File: src/logic/cmp_defines.svh
// register offsets, field positions and reset values of the comparator pair
`ifndef CMP_DEFINES_SVH
`define CMP_DEFINES_SVH

// address window and register offsets (byte addresses)
`define CMP_ADDR_W 12
`define CMP_CTRL_OFFSET 12'h000
`define CMP_STAT_OFFSET 12'h004

// control word fields
`define CMP_FIRST_EN_BIT 0
`define CMP_FIRST_SEL_HI 2
`define CMP_FIRST_SEL_LO 1
`define CMP_SECOND_EN_BIT 4
`define CMP_SECOND_SEL_HI 6
`define CMP_SECOND_SEL_LO 5
`define CMP_CTRL_WR_MASK 32'h0000_0077
`define CMP_CTRL_RESET 32'h0000_0000

// status word fields
`define CMP_FIRST_RESULT_BIT 0
`define CMP_SECOND_RESULT_BIT 1
`define CMP_ZERO_WORD 32'h0000_0000

// reference selector codes
`define CMP_SEL_VREF 2'h0
`define CMP_SEL_PIN 2'h1
`define CMP_SEL_CONV0 2'h2
`define CMP_SEL_CONV1 2'h3

`endif

File: src/logic/cmp_pkg.sv
// types shared by the comparator pair
`default_nettype none
`include "cmp_defines.svh"

package cmp_pkg;
  // source routed to a comparator's negative input
  typedef enum logic [1:0] {
    SRC_VREF = `CMP_SEL_VREF,
    SRC_PIN = `CMP_SEL_PIN,
    SRC_CONV0 = `CMP_SEL_CONV0,
    SRC_CONV1 = `CMP_SEL_CONV1
  } ref_sel_t;
endpackage : cmp_pkg

`default_nettype wire

File: src/logic/cmp_ch_if.sv
// settings and result travelling between the top and one comparator
`default_nettype none

interface cmp_ch_if;
  logic enable;
  cmp_pkg::ref_sel_t select;
  logic result;
  // register side drives settings, channel returns its result
  modport top (output enable, output select, input result);
  modport chan (input enable, input select, output result);
endinterface : cmp_ch_if

`default_nettype wire

File: src/logic/bit_sync.sv
// two-stage synchroniser for a group of pin levels
`default_nettype none

module bit_sync #(
  parameter int W = 1
) (
  // clock and reset
  input wire logic pclk,
  input wire logic presetn,
  // levels in and out
  input wire logic [W-1:0] async_in,
  output logic [W-1:0] sync_out
);
  logic [W-1:0] meta_ff;
  logic [W-1:0] sync_ff;

  // the first stage feeds only the second stage
  always_ff @(posedge pclk or negedge presetn)
  begin
    if (!presetn)
    begin
      meta_ff <= '0;
      sync_ff <= '0;
    end
    else
    begin
      meta_ff <= async_in;
      sync_ff <= meta_ff;
    end
  end

  assign sync_out = sync_ff;
endmodule : bit_sync

`default_nettype wire

File: src/logic/compare_channel.sv
// one comparator: input capture, reference routing, compare and gating
`default_nettype none
`include "cmp_defines.svh"

module compare_channel #(
  parameter int W = 12
) (
  // clock and reset
  input wire logic pclk,
  input wire logic presetn,
  // settings from the control word, result back
  cmp_ch_if.chan ch,
  // sampled analog levels as codes, straight from the pins
  input wire logic [W-1:0] pos_raw,
  input wire logic [W-1:0] alt_raw,
  input wire logic [W-1:0] conv0_raw,
  input wire logic [W-1:0] conv1_raw,
  input wire logic [W-1:0] vref_raw,
  // shutdown request to the analog core
  output logic power_down
);
  import cmp_pkg::*;

  logic [5*W-1:0] raw_s;
  logic [W-1:0] pos_s;
  logic [W-1:0] alt_s;
  logic [W-1:0] conv0_s;
  logic [W-1:0] conv1_s;
  logic [W-1:0] vref_s;
  logic [W-1:0] ref_s;
  logic result_ff;

  // all five levels come from outside the clock domain
  bit_sync #(.W(5*W)) u_sync (
    .pclk(pclk),
    .presetn(presetn),
    .async_in({pos_raw, alt_raw, conv0_raw, conv1_raw, vref_raw}),
    .sync_out(raw_s)
  );
  assign {pos_s, alt_s, conv0_s, conv1_s, vref_s} = raw_s;

  // four-way negative input routing
  function automatic logic [W-1:0] pick_ref(input ref_sel_t sel,
    input logic [W-1:0] vref, input logic [W-1:0] pin,
    input logic [W-1:0] c0, input logic [W-1:0] c1);
    unique case (sel)
      SRC_VREF: pick_ref = vref;
      SRC_PIN: pick_ref = pin;
      SRC_CONV0: pick_ref = c0;
      SRC_CONV1: pick_ref = c1;
    endcase
  endfunction : pick_ref

  assign ref_s = pick_ref(ch.select, vref_s, alt_s, conv0_s, conv1_s);

  // strictly greater gives one; a stopped comparator reads zero
  always_ff @(posedge pclk or negedge presetn)
  begin
    if (!presetn)
      result_ff <= 1'b0;
    else
      result_ff <= ch.enable & (pos_s > ref_s);
  end

  assign ch.result = result_ff;
  assign power_down = ~ch.enable;
endmodule : compare_channel

`default_nettype wire

File: src/logic/dual_comparator_control.sv
// control word, result readback and apb slave for two comparators
`default_nettype none
`include "cmp_defines.svh"

module dual_comparator_control #(
  parameter int W = 12
) (
  // clock and reset
  input wire logic pclk,
  input wire logic presetn,
  // apb slave
  input wire logic psel,
  input wire logic penable,
  input wire logic pwrite,
  input wire logic [`CMP_ADDR_W-1:0] paddr,
  input wire logic [31:0] pwdata,
  output logic [31:0] prdata,
  output logic pready,
  output logic pslverr,
  // first comparator levels
  input wire logic [W-1:0] first_positive_input,
  input wire logic [W-1:0] first_alternate_reference_pin,
  // second comparator levels
  input wire logic [W-1:0] second_positive_input,
  input wire logic [W-1:0] second_alternate_reference_pin,
  // shared references
  input wire logic [W-1:0] converter_zero_output,
  input wire logic [W-1:0] converter_one_output,
  input wire logic [W-1:0] reference_voltage,
  // results and shutdown controls
  output logic first_compare_result,
  output logic second_compare_result,
  output logic first_power_down,
  output logic second_power_down
);
  import cmp_pkg::*;

  //////////////////////////////////////////////////////////////////////////
  // declarations

  logic [31:0] ctrl_ff;
  logic [31:0] prdata_ff;
  logic pslverr_ff;
  logic setup_phase;
  logic access_phase;
  logic hit_ctrl;
  logic hit_stat;
  logic wr_ctrl;
  logic [31:0] stat_word;
  logic [31:0] nxt_prdata;
  logic nxt_pslverr;

  cmp_ch_if ch0 ();
  cmp_ch_if ch1 ();

  //////////////////////////////////////////////////////////////////////////
  // address decode

  // only two words live in the window, everything else errors
  function automatic logic is_offset(input logic [`CMP_ADDR_W-1:0] a,
    input logic [`CMP_ADDR_W-1:0] off);
    is_offset = (a == off);
  endfunction : is_offset

  assign setup_phase = psel & ~penable;
  assign access_phase = psel & penable;
  // the whole window is decoded, so aliases of the two words error
  assign hit_ctrl = is_offset(paddr, `CMP_CTRL_OFFSET);
  assign hit_stat = is_offset(paddr, `CMP_STAT_OFFSET);

  // no wait states: every access completes in its first access cycle
  // a tie-off is safe: every answer is registered at the end of setup, so it is ready from the first access cycle on
  assign pready = 1'b1;
  assign wr_ctrl = access_phase & pwrite & hit_ctrl;

  //////////////////////////////////////////////////////////////////////////
  // shared control word

  // one word holds both channels; reserved bits never store
  // the mask makes reserved bits read zero with no extra read logic
  always_ff @(posedge pclk or negedge presetn)
  begin
    if (!presetn)
      ctrl_ff <= `CMP_CTRL_RESET;
    else if (wr_ctrl)
      ctrl_ff <= pwdata & `CMP_CTRL_WR_MASK;
  end

  // settings out to the two channels
  // the select cast is safe: all four codes of the field are legal
  assign ch0.enable = ctrl_ff[`CMP_FIRST_EN_BIT];
  assign ch0.select = ref_sel_t'(
    ctrl_ff[`CMP_FIRST_SEL_HI:`CMP_FIRST_SEL_LO]);
  assign ch1.enable = ctrl_ff[`CMP_SECOND_EN_BIT];
  assign ch1.select = ref_sel_t'(
    ctrl_ff[`CMP_SECOND_SEL_HI:`CMP_SECOND_SEL_LO]);

  //////////////////////////////////////////////////////////////////////////
  // comparator channels

  // both channels see the same converter and reference levels
  compare_channel #(.W(W)) u_first (
    .pclk(pclk),
    .presetn(presetn),
    .ch(ch0.chan),
    .pos_raw(first_positive_input),
    .alt_raw(first_alternate_reference_pin),
    .conv0_raw(converter_zero_output),
    .conv1_raw(converter_one_output),
    .vref_raw(reference_voltage),
    .power_down(first_power_down)
  );

  compare_channel #(.W(W)) u_second (
    .pclk(pclk),
    .presetn(presetn),
    .ch(ch1.chan),
    .pos_raw(second_positive_input),
    .alt_raw(second_alternate_reference_pin),
    .conv0_raw(converter_zero_output),
    .conv1_raw(converter_one_output),
    .vref_raw(reference_voltage),
    .power_down(second_power_down)
  );

  assign first_compare_result = ch0.result;
  assign second_compare_result = ch1.result;

  //////////////////////////////////////////////////////////////////////////
  // read path

  // live results, no latching, so a poll always sees the present state
  // the status word is rebuilt every cycle from the two result flops
  always_comb
  begin
    stat_word = `CMP_ZERO_WORD;
    stat_word[`CMP_FIRST_RESULT_BIT] = ch0.result;
    stat_word[`CMP_SECOND_RESULT_BIT] = ch1.result;
  end

  // read data is chosen during setup so it leaves a flop in access
  always_comb
  begin
    nxt_prdata = `CMP_ZERO_WORD;
    nxt_pslverr = 1'b0;
    if (hit_ctrl)
      nxt_prdata = ctrl_ff;
    else if (hit_stat)
      nxt_prdata = pwrite ? `CMP_ZERO_WORD : stat_word;
    else
      nxt_pslverr = 1'b1;
  end

  // read data register
  always_ff @(posedge pclk or negedge presetn)
  begin
    if (!presetn)
      prdata_ff <= `CMP_ZERO_WORD;
    else if (setup_phase)
      prdata_ff <= nxt_prdata;
  end

  // error flag register, cleared whenever no transfer is pending
  always_ff @(posedge pclk or negedge presetn)
  begin
    if (!presetn)
      pslverr_ff <= 1'b0;
    else if (setup_phase)
      pslverr_ff <= nxt_pslverr;
    else if (!psel)
      pslverr_ff <= 1'b0;
  end

  // writes to the status word are dropped without error
  assign prdata = prdata_ff;
  assign pslverr = pslverr_ff & access_phase;
endmodule : dual_comparator_control

`default_nettype wire

File: config.mk
export PLATFORM = sky130hd
export DESIGN_NAME = dual_comparator_control
export DESIGN_NICKNAME = d
export VERILOG_FILES = /design/src/logic/cmp_pkg.sv /design/src/logic/cmp_ch_if.sv /design/src/logic/bit_sync.sv /design/src/logic/compare_channel.sv /design/src/logic/dual_comparator_control.sv
export VERILOG_INCLUDE_DIRS = /design/src /design/src/logic
export SDC_FILE = /design/constraint.sdc
export NUM_CORES = 1
export LEC_CHECK = 0
export ABC_AREA = 1
export BUFFER_PORTS_ARGS = -buffer_cell sky130_fd_sc_hd__buf_2
export CAP_MARGIN = 20
export CELL_PAD_IN_SITES_DETAIL_PLACEMENT = 1
export CELL_PAD_IN_SITES_GLOBAL_PLACEMENT = 2
export CORE_UTILIZATION = 34
export DETAILED_ROUTE_END_ITERATION = 12
export PLACE_DENSITY_LB_ADDON = 0.15
export SYNTH_ARGS = -nofsm -noshare
export SYNTH_HDL_FRONTEND = slang
export SYNTH_HIERARCHICAL = 1
export SYNTH_SLANG_ARGS = --single-unit
export TNS_END_PERCENT = 20
File: constraint.sdc
create_clock -name pclk -period 1.7 [get_ports pclk]
set_input_delay 0.255 -clock pclk [delete_from_list [all_inputs] [get_ports pclk]]
set_output_delay 0.255 -clock pclk [all_outputs]
set_load 0.1 [all_outputs]
Word-level counts from Yosys, hierarchy flattened
Index checks and enable logic that the tools add are counted.
Cells by class
  order comparisons: 2
  equal/unequal tests: 8
  multiplexer cells: 9
  bitwise gates (word level): 10
  reduce and logical (&&, ||, !) cells: 3
Operators with widths (number)
  12-bit case mux with 4 select lines: 2
  32-bit 2-to-1 mux: 1
  12-bit greater-than comparator: 2
  12-bit by 3-bit == test with 1-bit output (second input constant): 1
  12-bit logical NOT: 1
  2-bit == test (second input constant): 4
  1-bit AND: 7
  2-bit by 1-bit == test with 1-bit output (second input constant): 2
  2-bit logical NOT: 2
  1-bit 2-to-1 mux: 4
  2-bit 2-to-1 mux: 2
  1-bit inverter: 3
  2-bit by 1-bit inequality test with 1-bit output (second input constant): 1
Storage, ports and cells
  register bits after elaboration: 281
  bits of input ports: 133
  output and inout bits: 38
  word-level logic and storage cells: 41

Depth between registers and ports, before layout
  depth in word-level cells: 4
  mapped depth: 15
  mapped depth without buffers: 14

Hierarchy
The synthesis kept the hierarchy.
Modules (own cells, without submodules)
  bit_sync: instances 2, cells each 120, area each 3002.9 sq um, sequential area each 3002.9 sq um
  dual_comparator_control: instances 1, cells each 122, area each 935.9 sq um, sequential area each 325.3 sq um
  compare_channel at u_second: instances 1, cells each 121, area each 680.7 sq um, sequential area each 25.0 sq um
  compare_channel at u_first: instances 1, cells each 120, area each 656.9 sq um, sequential area each 25.0 sq um

Worst setup path after synthesis
Ideal clock, no wire load.
  path kind: register -> register
  start point: register ctrl_ff[5]
  end point: register u_second.result_ff, in the netlist u_second/ch.result
  setup time: 119 ps
  arrival time: 1593 ps
  required time: 1581 ps
  path slack: -11 ps
  cell stages (with the launch flop): 12
  buffers on the path: 1
  period minus slack after synthesis: 1711 ps
  path through: dfrtp_1 > nor2_2 > buf_6 > nand2_1 > nand3_1 > o21ai_1 > ha_1 > a21o_1 > nor2_1 > nand2_1 > nor2_1 > nor2_1
On the way
  word-level cells in the longest chain between the ends: 4
  elaborated cells on any way between the ends: 7
  classes of those cells: 1 x order compare; 3 x eq/ne; 1 x mux; 1 x bitwise; 1 x reduce/logical
Ends and longest elaborated chain
  start: declaration: line dual_comparator_control.sv:41  | logic [31:0] ctrl_ff;
  start signal: assignment: line dual_comparator_control.sv:84  | ctrl_ff <= `CMP_CTRL_RESET;
  start signal: assignment: line dual_comparator_control.sv:86  | ctrl_ff <= pwdata & `CMP_CTRL_WR_MASK;
  2-bit == test (tied with other cells): line compare_channel.sv:46  | unique case (sel)
  12-bit case mux with 4 select lines *: line compare_channel.sv:46
  12-bit greater-than comparator *: line compare_channel.sv:62  | result_ff <= ch.enable & (pos_s > ref_s);
  1-bit AND *: line compare_channel.sv:62
  end signal: assignment: line compare_channel.sv:62
  end: declaration: line compare_channel.sv:31  | logic result_ff;
Every way passes the cells marked *; elsewhere a longest branch is shown, timed or not.
A chain may end at the register's enable or synchronous reset.

Worst setup path after layout
  start point: register ctrl_ff[1]
  end point: register u_first.result_ff, in the netlist u_first/ch.result
On the way
  word-level cells in the longest chain between the ends: 4
  elaborated cells on any way between the ends: 7
  classes of those cells: 1 x order compare; 3 x eq/ne; 1 x mux; 1 x bitwise; 1 x reduce/logical
Ends and longest elaborated chain (line)
  2-bit == test (tied with other cells): compare_channel.sv:46
  12-bit case mux with 4 select lines *: compare_channel.sv:46
  12-bit greater-than comparator *: compare_channel.sv:62
  1-bit AND *: compare_channel.sv:62
  end signal: assignment: compare_channel.sv:62
  end: declaration: compare_channel.sv:31
Marks and branches as above.

==> impl_metrics.py <==
metrics = {
    "setup_path": {
        "critical_path_data_required_time_ns": 2.16,
        "path_class": "flop to flop",
        "worst_setup_path_start_kind": "flop",
        "worstPathMaxFanout": 12,
        "arrival_ns": 2.51,
        "critical_path_end_type": "flop",
        "reg2reg_depth": 12,
    },
    "sta": {
        "layout_min_cycle_time_ns": 2.05,
        "worst_slack_ns": -0.348,
        "hold_viol_final": 0,
        "rsz0062_at_grt": "true",
        "final_max_slew_viol_count": 0,
        "worstMarginPinSlew_ns": 0.540,
        "slew_headroom_pct": 64.0,
        "finalCritPeriodShare_pct": 120,
        "fin_worst_skew_ns": 0.00889,
        "setup-violations-final": 2,
        "max_freq_ghz": 0.488,
    },
    "finish": {
        "layout_cell_share_with_drive_strength_beyond_1_pct": 28.5,
        "layout.nets": 1016,
        "area.growth.synth_to_final_pct": 37.4,
        "inserted_diodes": 0,
        "final_cell_count_no_fill": 1197,
        "layout.filler_cells": 2499,
        "postLayoutCellArea_um2": 11400,
        "finish.utilization_pct": 48.0,
        "multiInputGateArea_um2": 1650,
        "sequential_standard_cell_area_um2": 6380,
    },
    "yosys": {
        "synth-edff-count": 0,
        "ys.flop_type": "dfrtp_1",
        "per_instance_average_area_after_synthesis_um2": 13.7,
        "synth.yosys.warnings": 6,
        "ys_seq_area_share_pct": 77.1,
        "post-synth-top-area-cell": "dfrtp_1",
        "netlist_area_um2": 8280,
        "async_flop_share_pct": 100,
        "synthCells": 603,
        "yosysUniqueCellTypes": 24,
        "postSynthRegisterBits": 255,
        "yosys-top-cells-area": "dfrtp_1, nand2_1, ha_1",
        "yosys.area.top_type_share_pct": 77.1,
    },
    "routing": {
        "drt_wl_total_mm": 19.5,
        "dr.first_iter.drc_count": 156,
        "firstDrtPassIters": 4,
        "route.vias.total": 5034,
        "antenna_left": 0,
        "wl_per_cell_um": 16.3,
        "drc": 0,
        "detail_route.vias_per_cell": 4.21,
    },
    "cts": {
        "tritoncts": "built",
        "cts_max_path_buffers": 3,
        "sinks_on_the_clock_net": 255,
        "cts.clk_slew.worst_paths_ns": 0.06,
        "worst_skew_pair_later_pin_latency_ns": 0.52,
        "htreeDepth": 1,
        "cts_made_buffers": 26,
        "clockRootBuffer": "clkbuf_16",
    },
    "floorplan": {
        "io_pins": 171,
        "dieArea_um2": 25000,
        "die_h_um": 158,
        "fp.coreArea_um2": 23700,
        "std_cell_rows": 56,
        "initial_core_util_pct": 35.0,
        "fp.dieW_um": 158,
    },
    "place": {
        "placement.io_buffers": 117,
        "postPlaceCellArea_um2": 9400,
        "placed_cells_incl_taps": 1058,
        "gp_congestion": 0.783,
        "dp_hpwl_mm": 13.4,
    },
    "power_and_ir_drop": {
        "report.power.total_mw": 13.4,
        "power_density_nw_per_um2": 1180,
        "worst_ir_drop_vdd_uv": 741,
        "leakage_nw": 5.36,
    },
    "grt": {
        "antenna_found_initial": 0,
        "via_count_of_the_first_global_routing_pass": 5649,
        "grt.total_usage_pct": 16.4,
        "globalRoute.totalOverflow": 0,
        "grt_pass1_wl_mm": 30.6,
        "maximum_number_of_pins_on_one_net_before_global_route_repair": 67,
    },
    "outcome": {
        "violations": "setup timing",
        "outcome": "finished with violations",
    },
    "worst_hold_path": {
        "hold_path_class": "primary input to flop",
        "hold_path_depth": 3,
    },
    "flow_run": {
        "cap_viol_max_count": 0,
    },
}
-- report_power, final --
part	internal [mW]	switching, mW
registers	6.36	0.105
clock network	3.79	2.27
logic	0.330	0.592
-- cell usage in the layout (no fill, tap or decap), types with 2 or more instances in the layout --
cell type      netlist  layout
clkbuf_8             0       5
dfrtp_2              0       3
nor2_2               2       2
o21ai_0              4       2
nor2_1              20      18
nand2_2              7      12
dlygate4sd3_1        0      89
a21oi_2              1       3
buf_2                5     113
bufinv_16            0       5
buf_4               28      25
clkbuf_1             0       3
a21o_1               2       2
nor2_4               2       4
o21ai_1             48      45
nand3_1             28      21
conb_1               2      27
a21oi_1              8       6
nand3_2              0       7
inv_1               34      33
inv_4                0       2
buf_12               0       6
o21ai_2              7      12
ha_1                24      24
nand2_1            111     105
inv_2                6       5
buf_6                5       5
dfrtp_1            255     252
clkinv_2             0       6
clkbuf_16            0      26
-- Yosys cell counts, types with 6 or more instances --
master,instances
inv_2,6
o21ai_2,7
dfrtp_1,255
a21oi_1,8
nand2_2,7
inv_1,34
nand2_1,111
buf_4,28
o21ai_1,48
nand3_1,28
nor2_1,20
ha_1,24
-- worst max-delay path: stages (launching register included) --
cell	delay, ns
dfrtp_2	0.48
nor2_4	0.15
buf_12	0.15
nand2_1	0.07
nand3_1	0.15
o21ai_1	0.11
ha_1	0.29
nand2_1	0.07
nor2_2	0.14
nand2_2	0.10
a21oi_2	0.12
nor2_1	0.06
nor2_1	0.07
-- flip-flops by register name, summed over array words and instances (netlist names) --
signal	count
u_second/u_sync/meta_ff	60
u_second/u_sync/sync_out	60
u_first/ch.result	1
u_second/ch.result	1
prdata	6
u_first/u_sync/sync_out	60
u_first/u_sync/meta_ff	60
ctrl_ff	6
pslverr_ff	1
-- timing repair --
| item | CTS | global route |
|---|---|---|
| hold buffers | 89 | 0 |
| pin swaps | 7 | 2 |
| buffers inserted | 2 | 0 |
| endpoints found under the setup margin | 4 | 3 |
| endpoints found under the hold margin | 178 | 0 |
| cloned | 1 | 0 |
| gates resized for setup | 31 | 8 |
-- path summary, 6_finish.rpt --
path                                             from                          end  slack, ns
max in group asynchronous                     presetn  u_first/u_sync/sync_out[46]       0.74
hold reg to reg            u_first/u_sync/meta_ff[49]  u_first/u_sync/sync_out[49]       0.34
hold / removal                              pwdata[6]                   ctrl_ff[6]       0.02
min in group asynchronous                     presetn  u_second/u_sync/meta_ff[29]       0.26
setup reg to reg                           ctrl_ff[1]            u_first/ch.result      -0.35
setup / recovery                           ctrl_ff[1]            u_first/ch.result      -0.35
-- layout make-up --
cell class / instances / share of cell area, %
clock buffers: 34 / 6.43
clock inverters: 13 / 1.80
inverters: 40 / 1.36
repair inverters: 1 / 0.0660
flip-flops and latches: 255 / 56.1
repair buffers: 240 / 16.2
multi-input cells: 295 / 14.5
well taps: 319 / 3.51
-- stage by stage --
step	hold WS, ns	setup TNS [ns]	setup slack, ns
2_1_floorplan	-0.0406	-0.0102	-0.0102
3_3_place_gp	0.254	-0.678	-0.524
3_5_place_dp	0.255	-0.742	-0.552
4_1_cts	0.000226	-0.557	-0.361
5_1_grt	0.0119	-0.825	-0.474
6_report	0.0156	-0.532	-0.348
-- metal layers --
layer / global-route usage (%) / share of wire, %
met5: 0 / 0
met4: 4.44 / 1.7
met3: 2.33 / 4.3
met2: 27.8 / 49
met1: 22.2 / 45
-- logic make-up (layout without fill, tap and decap cells) --
group,Yosys count,in the layout,share of synthesized area [%]
compound gates,71,71,4.73
fa+ha+maj,24,24,3.63
buf+inv,78,328,5.33
flops,255,255,77.1
other cells,2,27,0.0907
simple gates,173,173,9.14
No activity file was read; power rests on OpenSTA's default activity.
